$ cat src/logic/ucc_defs.vh
// constants for the channel control register block
// assumes a plain strobe-based register port and one 20 MHz clock
//
// Behaviour
// - bit 0 picks channel, zero channel 5, one channel 9, both directions.
// - delimiter kind 00 standard short 8-symbol, 11 the 15.4z 8-symbol.
// - delimiter kind 01 vendor 8-symbol, 10 vendor 16-symbol.
// - transmit preamble code in bits 7 to 3, valid 1 to 29.
// - receive preamble code in bits 12 to 8, valid 1 to 29.
// - codes 1 to 8 give 16 MHz prf, 9 to 24 give 64 MHz.
// - bits 15 to 13 are reserved with no function.
`ifndef UCC_DEFS_VH
`define UCC_DEFS_VH

`define UCC_ADDR_W        8
`define UCC_DATA_W        16
`define UCC_CHAN_OFFSET   8'h14
`define UCC_RESET_VALUE   16'h0006
`define UCC_WRITE_MASK    16'h1FFF
`define UCC_CHAN_BIT      0
`define UCC_DELIM_HI      2
`define UCC_DELIM_LO      1
`define UCC_TXCODE_HI     7
`define UCC_TXCODE_LO     3
`define UCC_RXCODE_HI     12
`define UCC_RXCODE_LO     8
`define UCC_CODE_MIN      5'h01
`define UCC_CODE_MAX      5'h1D
`define UCC_PRF16_MAX     5'h08
`define UCC_PRF64_MAX     5'h18
`define UCC_CHAN_5        4'h5
`define UCC_CHAN_9        4'h9
`define UCC_DELIM_STD     2'h0
`define UCC_DELIM_V8      2'h1
`define UCC_DELIM_V16     2'h2
`define UCC_DELIM_Z8      2'h3
`define UCC_PRF_NONE      2'h0
`define UCC_PRF_16        2'h1
`define UCC_PRF_64        2'h2

`endif
$ cat src/logic/ucc_channel_control.v
// channel control register: channel, delimiter kind, preamble codes
// assumes a single-cycle strobe register port on the same clock
`timescale 1ns/100ps
`include "ucc_defs.vh"

module ucc_channel_control (
  // clock and reset
  input  wire        CLK_IN,
  input  wire        RST_IN,
  // register port
  input  wire [7:0]  ADDR_IN,
  input  wire [15:0] WDATA_IN,
  input  wire        WR_IN,
  input  wire        RD_IN,
  output reg  [15:0] RDATA_OUT,
  // radio channel
  output reg         RADIO_CHANNEL_SELECT_OUT,
  output reg  [3:0]  CHANNEL_NUMBER_OUT,
  // delimiter
  output reg  [1:0]  DELIMITER_KIND_OUT,
  output reg         DELIM_LONG_OUT,
  output reg         DELIM_VENDOR_OUT,
  // transmit preamble
  output reg  [4:0]  TX_PREAMBLE_CODE_OUT,
  output reg         TX_CODE_VALID_OUT,
  output reg  [1:0]  TX_PRF_OUT,
  // receive preamble
  output reg  [4:0]  RX_PREAMBLE_CODE_OUT,
  output reg         RX_CODE_VALID_OUT,
  output reg  [1:0]  RX_PRF_OUT
);

  reg  [15:0] channel_control;
  wire [15:0] next_channel_control;
  wire        hit;
  wire [4:0]  tx_code;
  wire [4:0]  rx_code;
  wire [1:0]  delim;
  wire        tx_valid;
  wire        rx_valid;
  wire [1:0]  tx_prf;
  wire [1:0]  rx_prf;
  wire [9:0]  codes;
  wire [1:0]  valids;
  wire [3:0]  prfs;

  assign hit = (ADDR_IN == `UCC_CHAN_OFFSET);
  // reserved bits are masked on write so they always read zero
  assign next_channel_control = (WR_IN && hit) ?
    (WDATA_IN & `UCC_WRITE_MASK) : channel_control;
  assign tx_code = channel_control[`UCC_TXCODE_HI:`UCC_TXCODE_LO];
  assign rx_code = channel_control[`UCC_RXCODE_HI:`UCC_RXCODE_LO];
  assign delim   = channel_control[`UCC_DELIM_HI:`UCC_DELIM_LO];

  always @(posedge CLK_IN or posedge RST_IN) begin
    if (RST_IN) begin
      channel_control <= `UCC_RESET_VALUE;
    end else begin
      channel_control <= next_channel_control;
    end
  end

  // unmapped addresses read zero
  always @(posedge CLK_IN or posedge RST_IN) begin
    if (RST_IN) begin
      RDATA_OUT <= 16'h0000;
    end else if (RD_IN && hit) begin
      RDATA_OUT <= channel_control & `UCC_WRITE_MASK;
    end else begin
      RDATA_OUT <= 16'h0000;
    end
  end

  // one decoder per direction: index 0 transmit, index 1 receive
  assign codes = {rx_code, tx_code};
  genvar dir;
  generate
    for (dir = 0; dir < 2; dir = dir + 1) begin : g_dec
      ucc_code_decode u_decode (
        .code_in   (codes[dir*5 +: 5]),
        .valid_out (valids[dir]),
        .prf_out   (prfs[dir*2 +: 2])
      );
    end
  endgenerate
  assign tx_valid = valids[0];
  assign rx_valid = valids[1];
  assign tx_prf   = prfs[1:0];
  assign rx_prf   = prfs[3:2];

  // outputs lag the register by one cycle to stay flop-driven
  always @(posedge CLK_IN or posedge RST_IN) begin
    if (RST_IN) begin
      RADIO_CHANNEL_SELECT_OUT <= 1'b0;
      CHANNEL_NUMBER_OUT       <= `UCC_CHAN_5;
      DELIMITER_KIND_OUT       <= `UCC_DELIM_STD;
      DELIM_LONG_OUT           <= 1'b0;
      DELIM_VENDOR_OUT         <= 1'b0;
      TX_PREAMBLE_CODE_OUT     <= 5'h00;
      TX_CODE_VALID_OUT        <= 1'b0;
      TX_PRF_OUT               <= `UCC_PRF_NONE;
      RX_PREAMBLE_CODE_OUT     <= 5'h00;
      RX_CODE_VALID_OUT        <= 1'b0;
      RX_PRF_OUT               <= `UCC_PRF_NONE;
    end else begin
      RADIO_CHANNEL_SELECT_OUT <= channel_control[`UCC_CHAN_BIT];
      CHANNEL_NUMBER_OUT <= channel_control[`UCC_CHAN_BIT] ?
        `UCC_CHAN_9 : `UCC_CHAN_5;
      DELIMITER_KIND_OUT <= delim;
      DELIM_LONG_OUT     <= (delim == `UCC_DELIM_V16);
      DELIM_VENDOR_OUT   <= (delim == `UCC_DELIM_V8) ||
                            (delim == `UCC_DELIM_V16);
      TX_PREAMBLE_CODE_OUT <= tx_code;
      TX_CODE_VALID_OUT    <= tx_valid;
      TX_PRF_OUT           <= tx_prf;
      RX_PREAMBLE_CODE_OUT <= rx_code;
      RX_CODE_VALID_OUT    <= rx_valid;
      RX_PRF_OUT           <= rx_prf;
    end
  end

endmodule

$ cat src/logic/ucc_code_decode.v
// decodes one preamble code into validity and pulse repetition frequency
// assumes a registered code from the same clock; purely combinational
`timescale 1ns/100ps
`include "ucc_defs.vh"

module ucc_code_decode (
  // code in
  input  wire [4:0] code_in,
  // decoded
  output reg        valid_out,
  output reg  [1:0] prf_out
);
  always @* begin
    valid_out = (code_in >= `UCC_CODE_MIN) &&
                (code_in <= `UCC_CODE_MAX);
    // codes 25 to 29 are valid but carry no prf here; left as none
    if (code_in >= `UCC_CODE_MIN && code_in <= `UCC_PRF16_MAX) begin
      prf_out = `UCC_PRF_16;
    end else if (code_in > `UCC_PRF16_MAX &&
                 code_in <= `UCC_PRF64_MAX) begin
      prf_out = `UCC_PRF_64;
    end else begin
      prf_out = `UCC_PRF_NONE;
    end
  end
endmodule

$ cat config.mk
export PLATFORM = sky130hd
export DESIGN_NAME = ucc_channel_control
export DESIGN_NICKNAME = d
export VERILOG_FILES = /design/src/logic/ucc_channel_control.v /design/src/logic/ucc_code_decode.v
export VERILOG_INCLUDE_DIRS = /design/src /design/src/logic
export SDC_FILE = /design/constraint.sdc
export NUM_CORES = 1
export LEC_CHECK = 0
export ABC_AREA = 1
export ABC_CLOCK_PERIOD_IN_PS = 1700
export BUFFER_PORTS_ARGS = -buffer_cell sky130_fd_sc_hd__clkbuf_2
export CAP_MARGIN = 40
export CELL_PAD_IN_SITES_DETAIL_PLACEMENT = 1
export CELL_PAD_IN_SITES_GLOBAL_PLACEMENT = 1
export CORE_MARGIN = 8
export CORE_UTILIZATION = 28
export CTS_CLUSTER_DIAMETER = 100
export DETAILED_ROUTE_END_ITERATION = 6
export PLACE_DENSITY_LB_ADDON = 0.1
export SYNTH_ARGS = -nofsm -noshare
export SYNTH_HDL_FRONTEND = slang
export SYNTH_SLANG_ARGS = --single-unit
export TNS_END_PERCENT = 10
$ cat constraint.sdc
create_clock -name CLK_IN -period 1.7 [get_ports CLK_IN]
set_clock_uncertainty 0.15 [all_clocks]
set_input_delay 0.34 -clock CLK_IN [delete_from_list [all_inputs] [get_ports CLK_IN]]
set_output_delay 0.34 -clock CLK_IN [all_outputs]
set_load 0.05 [all_outputs]
==> impl_metrics.env, run 1 <==
export IMPL_irDropWorstVdd_v=0.0003088
export IMPL_min_period_ps=1565
export IMPL_period_share_pct=92.04
export IMPL_drcViolationCount=0
export IMPL_track_usage_pct=9.564
export IMPL_dp_hpwl_um=3192
export IMPL_rows=30
export IMPL_post_drt_wl_per_cell_um=13.47
export IMPL_cp_max_fo=1
export IMPL_r2r_start="channel_control[5]"
export IMPL_cts_tree="built"
export IMPL_ioPinCount=69
export IMPL_cts_setup_buffers=0
export IMPL_setup_violations_final=0
export IMPL_place_ws_ps=234.5
export IMPL_port_buffers=60
export IMPL_htree_levels=2
export IMPL_num_vias=1263
export IMPL_outcome="finished, final reports clean"
export IMPL_overflow=0
export IMPL_rrSetupSlack_ps=410
export IMPL_powerDensity_nw_per_um2=1037
export IMPL_ys_seq_area_share_pct=63.61
export IMPL_start_util_pct=28.35
export IMPL_drv_cap=0
export IMPL_grt_max_degree=30
export IMPL_ys_seq_elements=48
export IMPL_netlist_area_um2=1894
export IMPL_cts_resized=0
export IMPL_antenna_found_initial=0
export IMPL_path_delay_family="flip-flops"
export IMPL_die_w_um=98.25
export IMPL_synthArstFlopShare_pct=100.0
export IMPL_min_from="WDATA_IN[2]"
export IMPL_p_leak_nw=1.321
export IMPL_diodes=0
export IMPL_end_kind="output port"
export IMPL_synthTopCellsByArea="dfrtp_1 (59%), nand2_1 (6.3%), nor2_4 (5.9%), inv_1 (4.8%), nand4_1 (4.3%)"
export IMPL_netlist_instances=165
export IMPL_drive_gt1_share_pct=41.13
export IMPL_synth_largest_area_cell="dfrtp_1"
export IMPL_numClockSinks=48
export IMPL_die_h_um=98.25
export IMPL_path_buf_inv=1
export IMPL_final_hold_viol_count=0
export IMPL_drt_iter0_drc=36
export IMPL_synth_most_common_cell="dfrtp_1"
export IMPL_crit_chain="clkbuf_2"
export IMPL_grt_setup_unrepaired="false"
export IMPL_synthFlopType="dfrtp_1"
export IMPL_place_congestion=0.6986
export IMPL_dieArea_um2=9653
export IMPL_synth_commonest_cells="dfrtp_1 (45), nand2_1 (32), inv_1 (24)"
export IMPL_r2r_end="TX_PRF_OUT[0]"
export IMPL_root_buffer="clkbuf_8"
export IMPL_first_global_vias=1509
export IMPL_firstDrtPassIters=4
export IMPL_cp_slowest_cell="dfstp_2"
export IMPL_crit_type="reg2out"
export IMPL_finalMaxSlewViolations=0
export IMPL_worstPathArrival_ps=1070
export IMPL_yosys_warnings=0
export IMPL_clock_path_buffers=2
export IMPL_ant_nets=0
export IMPL_synth_cell_types=21
export IMPL_area_growth_pct=26.09
export IMPL_clock_latency_ps=290
export IMPL_setup_ws_ps=135.4
export IMPL_reg2reg_depth=5
export IMPL_crit_required_ps=1210
export IMPL_cts_reportedPaths_clkPinSlew_ps=90
export IMPL_grt_pass1_wl_um=7348
export IMPL_max_freq_mhz=639.1
export IMPL_nets=259
export IMPL_min_path_cells=3
export IMPL_synth_top_area_share_pct=59.45
export IMPL_whs_ps=103.3
export IMPL_synth_area_per_cell_um2=11.48
export IMPL_drt_vias_per_instance=4.061
export IMPL_min_path_type="in2reg"
export IMPL_start_kind="flop"
export IMPL_numCtsBuffers=5
export IMPL_placed_cell_area_um2=2252
export IMPL_critPathMaxStageDelay_ps=520
export IMPL_core_area_um2=6681
export IMPL_finalSetupTns_ps=0
export IMPL_worstHoldEndpoint="channel_control[2]"
export IMPL_final_area_um2=2389
export IMPL_wl_um=4188
export IMPL_synth_edf_count=0
[placed cells by master (no fill, tap or decap), types with 2 or more instances in the layout]
cell and count:
nand2_1 32, buf_4 5, conb_1 5, clkbuf_2 60, nand2_2 3, clkbuf_8 7, nand3_1 3, nand4_1 13
nor2_1 7, inv_2 2, a21oi_1 3, nand3_4 2, nor2_4 10, dfstp_2 3, and2_1 2, nor2_8 2
inv_1 23, dfrtp_1 45
[final cells by class]
type	instances	area [um^2]
clock inverter	1	30.03
inverter	25	93.84
timing repair buffer	66	347.8
clock buffer	7	96.34
tap	80	100.1
sequential	48	1205
multi-input combinational	84	515.5
fill	772	4293
[timing repair]
item,in CTS,in global routing
setup endpoints to repair,0,0
hold endpoints to repair,45,0
hold buffers,1,0
[where the power goes]
part           internal [mW]  total, mW  switching (mW)  leakage [nW]
sequential              1.20       1.22          0.0273         0.651
clock                  0.519      0.884           0.365        0.0645
combinational         0.0817      0.368           0.286         0.605
total                   1.80       2.48           0.679          1.32
[worst max-delay path by stage]
stage | from | end | cells after the start
floorplan | RST_IN | CHANNEL_NUMBER_OUT[3] | 1
global placement | ADDR_IN[6] | RDATA_OUT[12] | 7
detailed placement | ADDR_IN[6] | RDATA_OUT[12] | 7
CTS | CHANNEL_NUMBER_OUT[2] | CHANNEL_NUMBER_OUT[2] | 1
global route | CHANNEL_NUMBER_OUT[2] | CHANNEL_NUMBER_OUT[2] | 1
finish | CHANNEL_NUMBER_OUT[2] | CHANNEL_NUMBER_OUT[2] | 1
[logic make-up (layout without fill, tap and decap cells)]
family | Yosys count | after routing | share of synthesized area (%)
flops | 48 | 48 | 63.61
simple gates | 74 | 74 | 24.37
compound gates | 4 | 4 | 1.189
other cells | 2 | 5 | 0.3964
fa+ha+maj | 1 | 1 | 0.6604
buf+inv | 36 | 99 | 9.775
[registers in the layout (all words and copies together), names as in the netlist]
name / flops
RDATA_OUT: 13
channel_control: 13
RX_PREAMBLE_CODE_OUT: 5
TX_PREAMBLE_CODE_OUT: 5
CHANNEL_NUMBER_OUT: 2
DELIMITER_KIND_OUT: 2
RX_PRF_OUT: 2
TX_PRF_OUT: 2
DELIM_LONG_OUT: 1
DELIM_VENDOR_OUT: 1
RX_CODE_VALID_OUT: 1
TX_CODE_VALID_OUT: 1
[through the flow]
stage | util (%) | std cells | power, mW
6_report | 35.75 | 311 | 2.477
5_1_grt | 35.75 | 311 | 2.602
4_1_cts | 35.75 | 311 | 2.523
3_5_place_dp | 33.71 | 302 | 1.623
3_3_place_gp | 33.71 | 302 | 1.622
2_1_floorplan | - | 168 | 1.523
[layer usage]
layer	track usage (%)	wire length [um]
met5	0	0
met4	4.604	82
met3	4.623	387
met2	14.65	1903
met1	10.95	1814
No activity file was read; power rests on OpenSTA's default activity.
==> run 2, diff against run 1 <==
--- a/config.mk
+++ b/config.mk
@@ -13,7 +13,7 @@
 export CELL_PAD_IN_SITES_DETAIL_PLACEMENT = 1
 export CELL_PAD_IN_SITES_GLOBAL_PLACEMENT = 1
 export CORE_MARGIN = 8
-export CORE_UTILIZATION = 28
+export CORE_UTILIZATION = 25
 export CTS_CLUSTER_DIAMETER = 100
 export DETAILED_ROUTE_END_ITERATION = 6
 export PLACE_DENSITY_LB_ADDON = 0.1
==> constraint.sdc (replaced) <==
create_clock -name CLK_IN -period 1.7 [get_ports CLK_IN]
set_clock_uncertainty 0.15 [all_clocks]
set_input_delay 0.17 -clock CLK_IN [delete_from_list [all_inputs] [get_ports CLK_IN]]
set_output_delay 0.17 -clock CLK_IN [all_outputs]
set_load 0.05 [all_outputs]
==> impl_metrics.env, run 2 (synthesis gave the netlist of run 1 again) <==
export IMPL_outcome="finished, final reports clean"
export IMPL_crit_chain="clkbuf_2"
export IMPL_final_common_cell="clkbuf_2"
export IMPL_period_share_pct=81.98
export IMPL_path_delay_family="flip-flops"
export IMPL_die_h_um=103.0
export IMPL_setup_violations_final=0
export IMPL_irDropWorstVdd_v=0.0003100
export IMPL_final_core_util_pct=34.47
export IMPL_dieArea_um2=10620
export IMPL_reg2reg_depth=5
export IMPL_numCtsBuffers=5
export IMPL_overflow=0
export IMPL_dp_hpwl_um=3318
export IMPL_critPathMaxStageDelay_ps=520
export IMPL_start_kind="flop"
export IMPL_min_path_cells=5
export IMPL_r2r_end="TX_PRF_OUT[0]"
export IMPL_p_comb_share_pct=16.4
export IMPL_total_power_mw=2.421
export IMPL_drive_gt1_share_pct=37.76
export IMPL_powerDensity_nw_per_um2=963.2
export IMPL_numClockSinks=48
export IMPL_core_area_um2=7292
export IMPL_clock_path_buffers=2
export IMPL_path_buf_inv=1
export IMPL_crit_required_ps=1380
export IMPL_p_clk_share_pct=33.0
export IMPL_min_period_ps=1394
export IMPL_die_w_um=103.0
export IMPL_num_vias=1324
export IMPL_cp_max_fo=1
export IMPL_r2r_start="channel_control[4]"
export IMPL_drt_vias_per_instance=3.894
export IMPL_port_buffers=60
export IMPL_p_sw_uw=684.6
export IMPL_max_freq_mhz=717.5
export IMPL_grt_max_degree=24
export IMPL_worstPathArrival_ps=1070
export IMPL_rows=31
export IMPL_cts_tree="built"
export IMPL_final_area_um2=2514
export IMPL_min_path_type="in2reg"
export IMPL_drcViolationCount=0
export IMPL_pwr_share_seq_pct=50.6
export IMPL_start_util_pct=25.98
export IMPL_swShare_pct=28.28
export IMPL_clock_latency_ps=290
export IMPL_min_from="ADDR_IN[4]"
export IMPL_p_int_mw=1.737
export IMPL_first_global_vias=1502
export IMPL_finalSetupTns_ps=0
export IMPL_nets=269
export IMPL_final_cell_mix="clkbuf_2 (60), dfrtp_1 (45), nand2_1 (32)"
export IMPL_p_leak_nw=1.355
export IMPL_grt_pass1_wl_um=7527
export IMPL_ioPinCount=69
export IMPL_fillers=860
export IMPL_placed_cell_area_um2=2266
export IMPL_rrSetupSlack_ps=390
export IMPL_place_congestion=0.6902
export IMPL_area_growth_pct=32.69
export IMPL_crit_type="reg2out"
export IMPL_drv_cap=0
export IMPL_final_hold_viol_count=0
export IMPL_end_kind="output port"
export IMPL_diodes=0
export IMPL_htree_levels=2
export IMPL_grt_setup_unrepaired="false"
export IMPL_cts_reportedPaths_clkPinSlew_ps=80
export IMPL_antenna_found_initial=0
export IMPL_worstHoldEndpoint="channel_control[1]"
export IMPL_ant_nets=0
export IMPL_cp_slowest_cell="dfstp_2"
export IMPL_wl_um=4552
export IMPL_finalMaxSlewViolations=0
export IMPL_firstDrtPassIters=3
export IMPL_drt_iter0_drc=23
export IMPL_track_usage_pct=9.422
export IMPL_cts_resized=0
export IMPL_largest_registers="RDATA_OUT (13), channel_control (13)"
export IMPL_post_drt_wl_per_cell_um=13.39
export IMPL_whs_ps=137.2
export IMPL_root_buffer="clkbuf_8"
run 2: layout make-up:
type	instances	area, um^2	area share, %
repair buffers	76	467.9	18.62
clock buffers	6	72.57	2.887
inverters	25	93.84	3.733
well taps	99	123.9	4.928
flip-flops and latches	48	1205	47.93
multi-input cells	84	515.5	20.51
clock inverters	2	35.03	1.394
run 2: how the worst max path moves through the flow:
| stage | startpoint | end | slack, ps | cells past startpoint |
|---|---|---|---|---|
| after floorplan | RST_IN | CHANNEL_NUMBER_OUT[3] | 240 | 1 |
| after global placement | ADDR_IN[6] | RDATA_OUT[12] | 200 | 6 |
| final | CHANNEL_NUMBER_OUT[2] | CHANNEL_NUMBER_OUT[2] | 310 | 1 |
| after CTS | CHANNEL_NUMBER_OUT[2] | CHANNEL_NUMBER_OUT[2] | 290 | 1 |
| after global routing | CHANNEL_NUMBER_OUT[2] | CHANNEL_NUMBER_OUT[2] | 260 | 1 |
| after detailed placement | ADDR_IN[6] | RDATA_OUT[11] | 180 | 6 |
run 2: routing by layer:
metal | share of wire [%] | global-route usage, % | wire length (um)
met5 | 0 | 0 | 0
met2 | 47 | 14.99 | 2135
met4 | 1.8 | 4.449 | 80
met3 | 6.3 | 2.701 | 286
met1 | 45 | 11.47 | 2050
run 2: per-stage QoR:
step | instances | setup slack [ps]
final | 340 | 306.4
after global routing | 340 | 256.7
after CTS | 340 | 290.8
after detailed placement | 318 | 183.7
after global placement | 318 | 202.8
after floorplan | 168 | 240.5
run 2: timing repair:
item                                    CTS  global route
hold endpoints to repair                 58             0
hold buffers                             14             0
endpoints found under the setup margin    0             0
setup buffers                             0             0
run 2: power groups by stage:
| stage | registers [mW] | clock network [mW] | logic [mW] |
|---|---|---|---|
| finish | 1.23 | 0.799 | 0.396 |
| global placement | 1.25 | 0 | 0.377 |
| floorplan | 1.39 | 0 | 0.136 |
| global route | 1.23 | 0.864 | 0.428 |
| detailed placement | 1.25 | 0 | 0.377 |
| CTS | 1.23 | 0.829 | 0.403 |
==> run 3, diff against run 2 <==
--- a/config.mk
+++ b/config.mk
@@ -6,8 +6,8 @@
 export SDC_FILE = /design/constraint.sdc
 export NUM_CORES = 1
 export LEC_CHECK = 0
-export ABC_AREA = 1
-export ABC_CLOCK_PERIOD_IN_PS = 1700
+export ABC_AREA = 0
+export ABC_CLOCK_PERIOD_IN_PS = 1250
 export BUFFER_PORTS_ARGS = -buffer_cell sky130_fd_sc_hd__clkbuf_2
 export CAP_MARGIN = 40
 export CELL_PAD_IN_SITES_DETAIL_PLACEMENT = 1
==> constraint.sdc (replaced) <==
create_clock -name CLK_IN -period 1.25 [get_ports CLK_IN]
set_clock_uncertainty 0.15 [all_clocks]
set_input_delay 0.125 -clock CLK_IN [delete_from_list [all_inputs] [get_ports CLK_IN]]
set_output_delay 0.125 -clock CLK_IN [all_outputs]
set_load 0.05 [all_outputs]
==> impl_metrics.env, run 3 <==
export IMPL_synthArstFlopShare_pct=100.0
export IMPL_placed_cell_area_um2=2158
export IMPL_rows=30
export IMPL_antenna_found_initial=0
export IMPL_ff_latch_area_um2=1205
export IMPL_grt_pass1_wl_um=6568
export IMPL_crit_type="reg2out"
export IMPL_drive_gt1_share_pct=54.69
export IMPL_clock_latency_ps=290
export IMPL_synthFlopType="dfrtp_1"
export IMPL_ant_nets=0
export IMPL_numClockSinks=48
export IMPL_finalMaxSlewViolations=0
export IMPL_synth_commonest_cells="dfrtp_1 (45), and2_1 (13), mux2_4 (10)"
export IMPL_die_w_um=98.93
export IMPL_final_cell_mix="clkbuf_2 (59), dfrtp_1 (45), dlygate4sd3_1 (14)"
export IMPL_cts_setup_buffers=0
export IMPL_dp_cells=250
export IMPL_cp_max_fo=1
export IMPL_crit_required_ps=980
export IMPL_ys_seq_elements=48
export IMPL_place_congestion=0.6745
export IMPL_cp_slowest_cell="dfstp_2"
export IMPL_netlist_instances=107
export IMPL_largest_registers="RDATA_OUT (13), channel_control (13)"
export IMPL_dp_hpwl_um=2885
export IMPL_final_common_cell="clkbuf_2"
export IMPL_setup_ws_ps=-20.95
export IMPL_setup_violations_final=3
export IMPL_synth_cell_types=21
export IMPL_grt_setup_unrepaired="true"
export IMPL_yosys_warnings=0
export IMPL_period_share_pct=101.7
export IMPL_die_h_um=98.93
export IMPL_synthTopCellsByArea="dfrtp_1 (66%), mux2_4 (8.7%), and2_1 (4.7%), dfstp_2 (4.6%), nor4b_4 (2.8%)"
export IMPL_fin_cells=272
export IMPL_root_buffer="clkbuf_8"
export IMPL_num_vias=1067
export IMPL_outcome="complete, but fails checks"
export IMPL_fillers=730
export IMPL_diodes=0
export IMPL_numCtsBuffers=5
export IMPL_final_core_util_pct=36.69
export IMPL_overflow=0
export IMPL_clock_path_buffers=2
export IMPL_start_kind="flop"
export IMPL_violations="setup timing"
export IMPL_netlist_area_um2=1719
export IMPL_place_ws_ps=-167.6
export IMPL_cts_reportedPaths_clkPinSlew_ps=90
export IMPL_core_area_um2=6719
export IMPL_synth_edf_count=0
export IMPL_irDropWorstVdd_v=0.0003818
export IMPL_cts_tree="built"
export IMPL_dieArea_um2=9786
export IMPL_critPathMaxStageDelay_ps=550
export IMPL_min_path_type="in2reg"
export IMPL_end_kind="output port"
export IMPL_htree_levels=2
export IMPL_path_delay_family="flip-flops"
export IMPL_nets=220
export IMPL_path_buf_inv=1
export IMPL_synth_largest_area_cell="dfrtp_1"
export IMPL_drv_cap=0
export IMPL_max_freq_mhz=786.8
export IMPL_p_leak_nw=1.334
export IMPL_wl_um=3869
export IMPL_final_area_um2=2465
export IMPL_synth_area_per_cell_um2=16.07
export IMPL_grt_max_degree=49
export IMPL_start_util_pct=25.59
export IMPL_port_buffers=60
export IMPL_post_drt_wl_per_cell_um=14.22
export IMPL_drt_vias_per_instance=3.923
export IMPL_crit_chain="clkbuf_16"
export IMPL_area_growth_pct=43.38
export IMPL_synth_top_area_share_pct=65.50
export IMPL_multiInputGateArea_um2=484.2
export IMPL_firstDrtPassIters=3
export IMPL_first_global_vias=1306
export IMPL_min_period_ps=1271
export IMPL_ioPinCount=69
export IMPL_ys_seq_area_share_pct=70.09
export IMPL_drt_iter0_drc=17
export IMPL_synth_most_common_cell="dfrtp_1"
export IMPL_powerDensity_nw_per_um2=1337
export IMPL_track_usage_pct=8.588
export IMPL_final_hold_viol_count=0
export IMPL_worstPathArrival_ps=1000
export IMPL_drcViolationCount=0
-- run 3: worst register-to-register path, stage by stage, from the launching register on --
cell     delay [ps]
dfrtp_1         390
or3_4           410
nor2_1          140
nor3b_2          60
-- run 3: cell type report --
cell class                 count  area share, %
clock buffer                   5          2.792
clock inverter                 3          1.726
inverter                       4         0.7614
multi-input combinational     50          19.64
sequential                    48          48.88
tap                           80          4.061
timing repair buffer          82          22.13
-- run 3: layer usage --
metal  global-route usage [%]  vias up  share of wire (%)
met5                        0        -                  0
met4                    3.896        0                1.5
met3                    3.876        4                8.5
met2                    14.29       44                 49
met1                    9.122      515                 41
li1                         -      504                  -
-- run 3: power breakdown --
group,switching (mW),leakage (nW),internal [mW]
clock,0.507,0.0541,0.592
combinational,0.352,0.628,0.180
sequential,0.0384,0.652,1.63
total,0.897,1.33,2.40
-- run 3: path summary, 6_finish.rpt --
kind                            slack (ps)                      end  cells after the start                  start
worst min register to register         270    DELIMITER_KIND_OUT[0]                      0     channel_control[1]
max in group asynchronous              410       channel_control[1]                      4                 RST_IN
worst max register to register         -10            TX_PRF_OUT[0]                      3     channel_control[3]
min in group asynchronous              270  TX_PREAMBLE_CODE_OUT[2]                      4                 RST_IN
worst max-delay path                   -20    CHANNEL_NUMBER_OUT[2]                      1  CHANNEL_NUMBER_OUT[2]
worst min-delay path                   180      channel_control[10]                      4                  WR_IN
-- run 3: repair_timing --
item	CTS	global route
pin swaps	4	0
resized for setup	11	0
endpoints found under the setup margin	7	6
endpoints found under the hold margin	61	0
hold buffers	14	0
-- run 3: kinds of logic (layout without fill, tap and decap cells) --
family | Yosys count | in the layout | synth area share (%)
flip-flops | 48 | 48 | 70.09
AND/OR/NAND/NOR | 27 | 27 | 11.57
multiplexers | 13 | 13 | 10.70
buffers and inverters | 12 | 94 | 4.439
other | 2 | 5 | 0.4368
AO/OA/AOI/OAI | 2 | 2 | 1.019
XOR/XNOR | 2 | 2 | 1.019
adder cells (fa/ha/maj) | 1 | 1 | 0.7277
-- run 3: stage by stage --
stage	hold slack (ps)	setup TNS, ps	total power, mW
2_1_floorplan	3.542	-324.3	2.030
3_3_place_gp	46.25	-2026	2.171
3_5_place_dp	51.40	-3078	2.179
4_1_cts	173.6	-102.0	3.361
5_1_grt	182.3	-310.4	3.454
6_report	177.4	-39.20	3.296
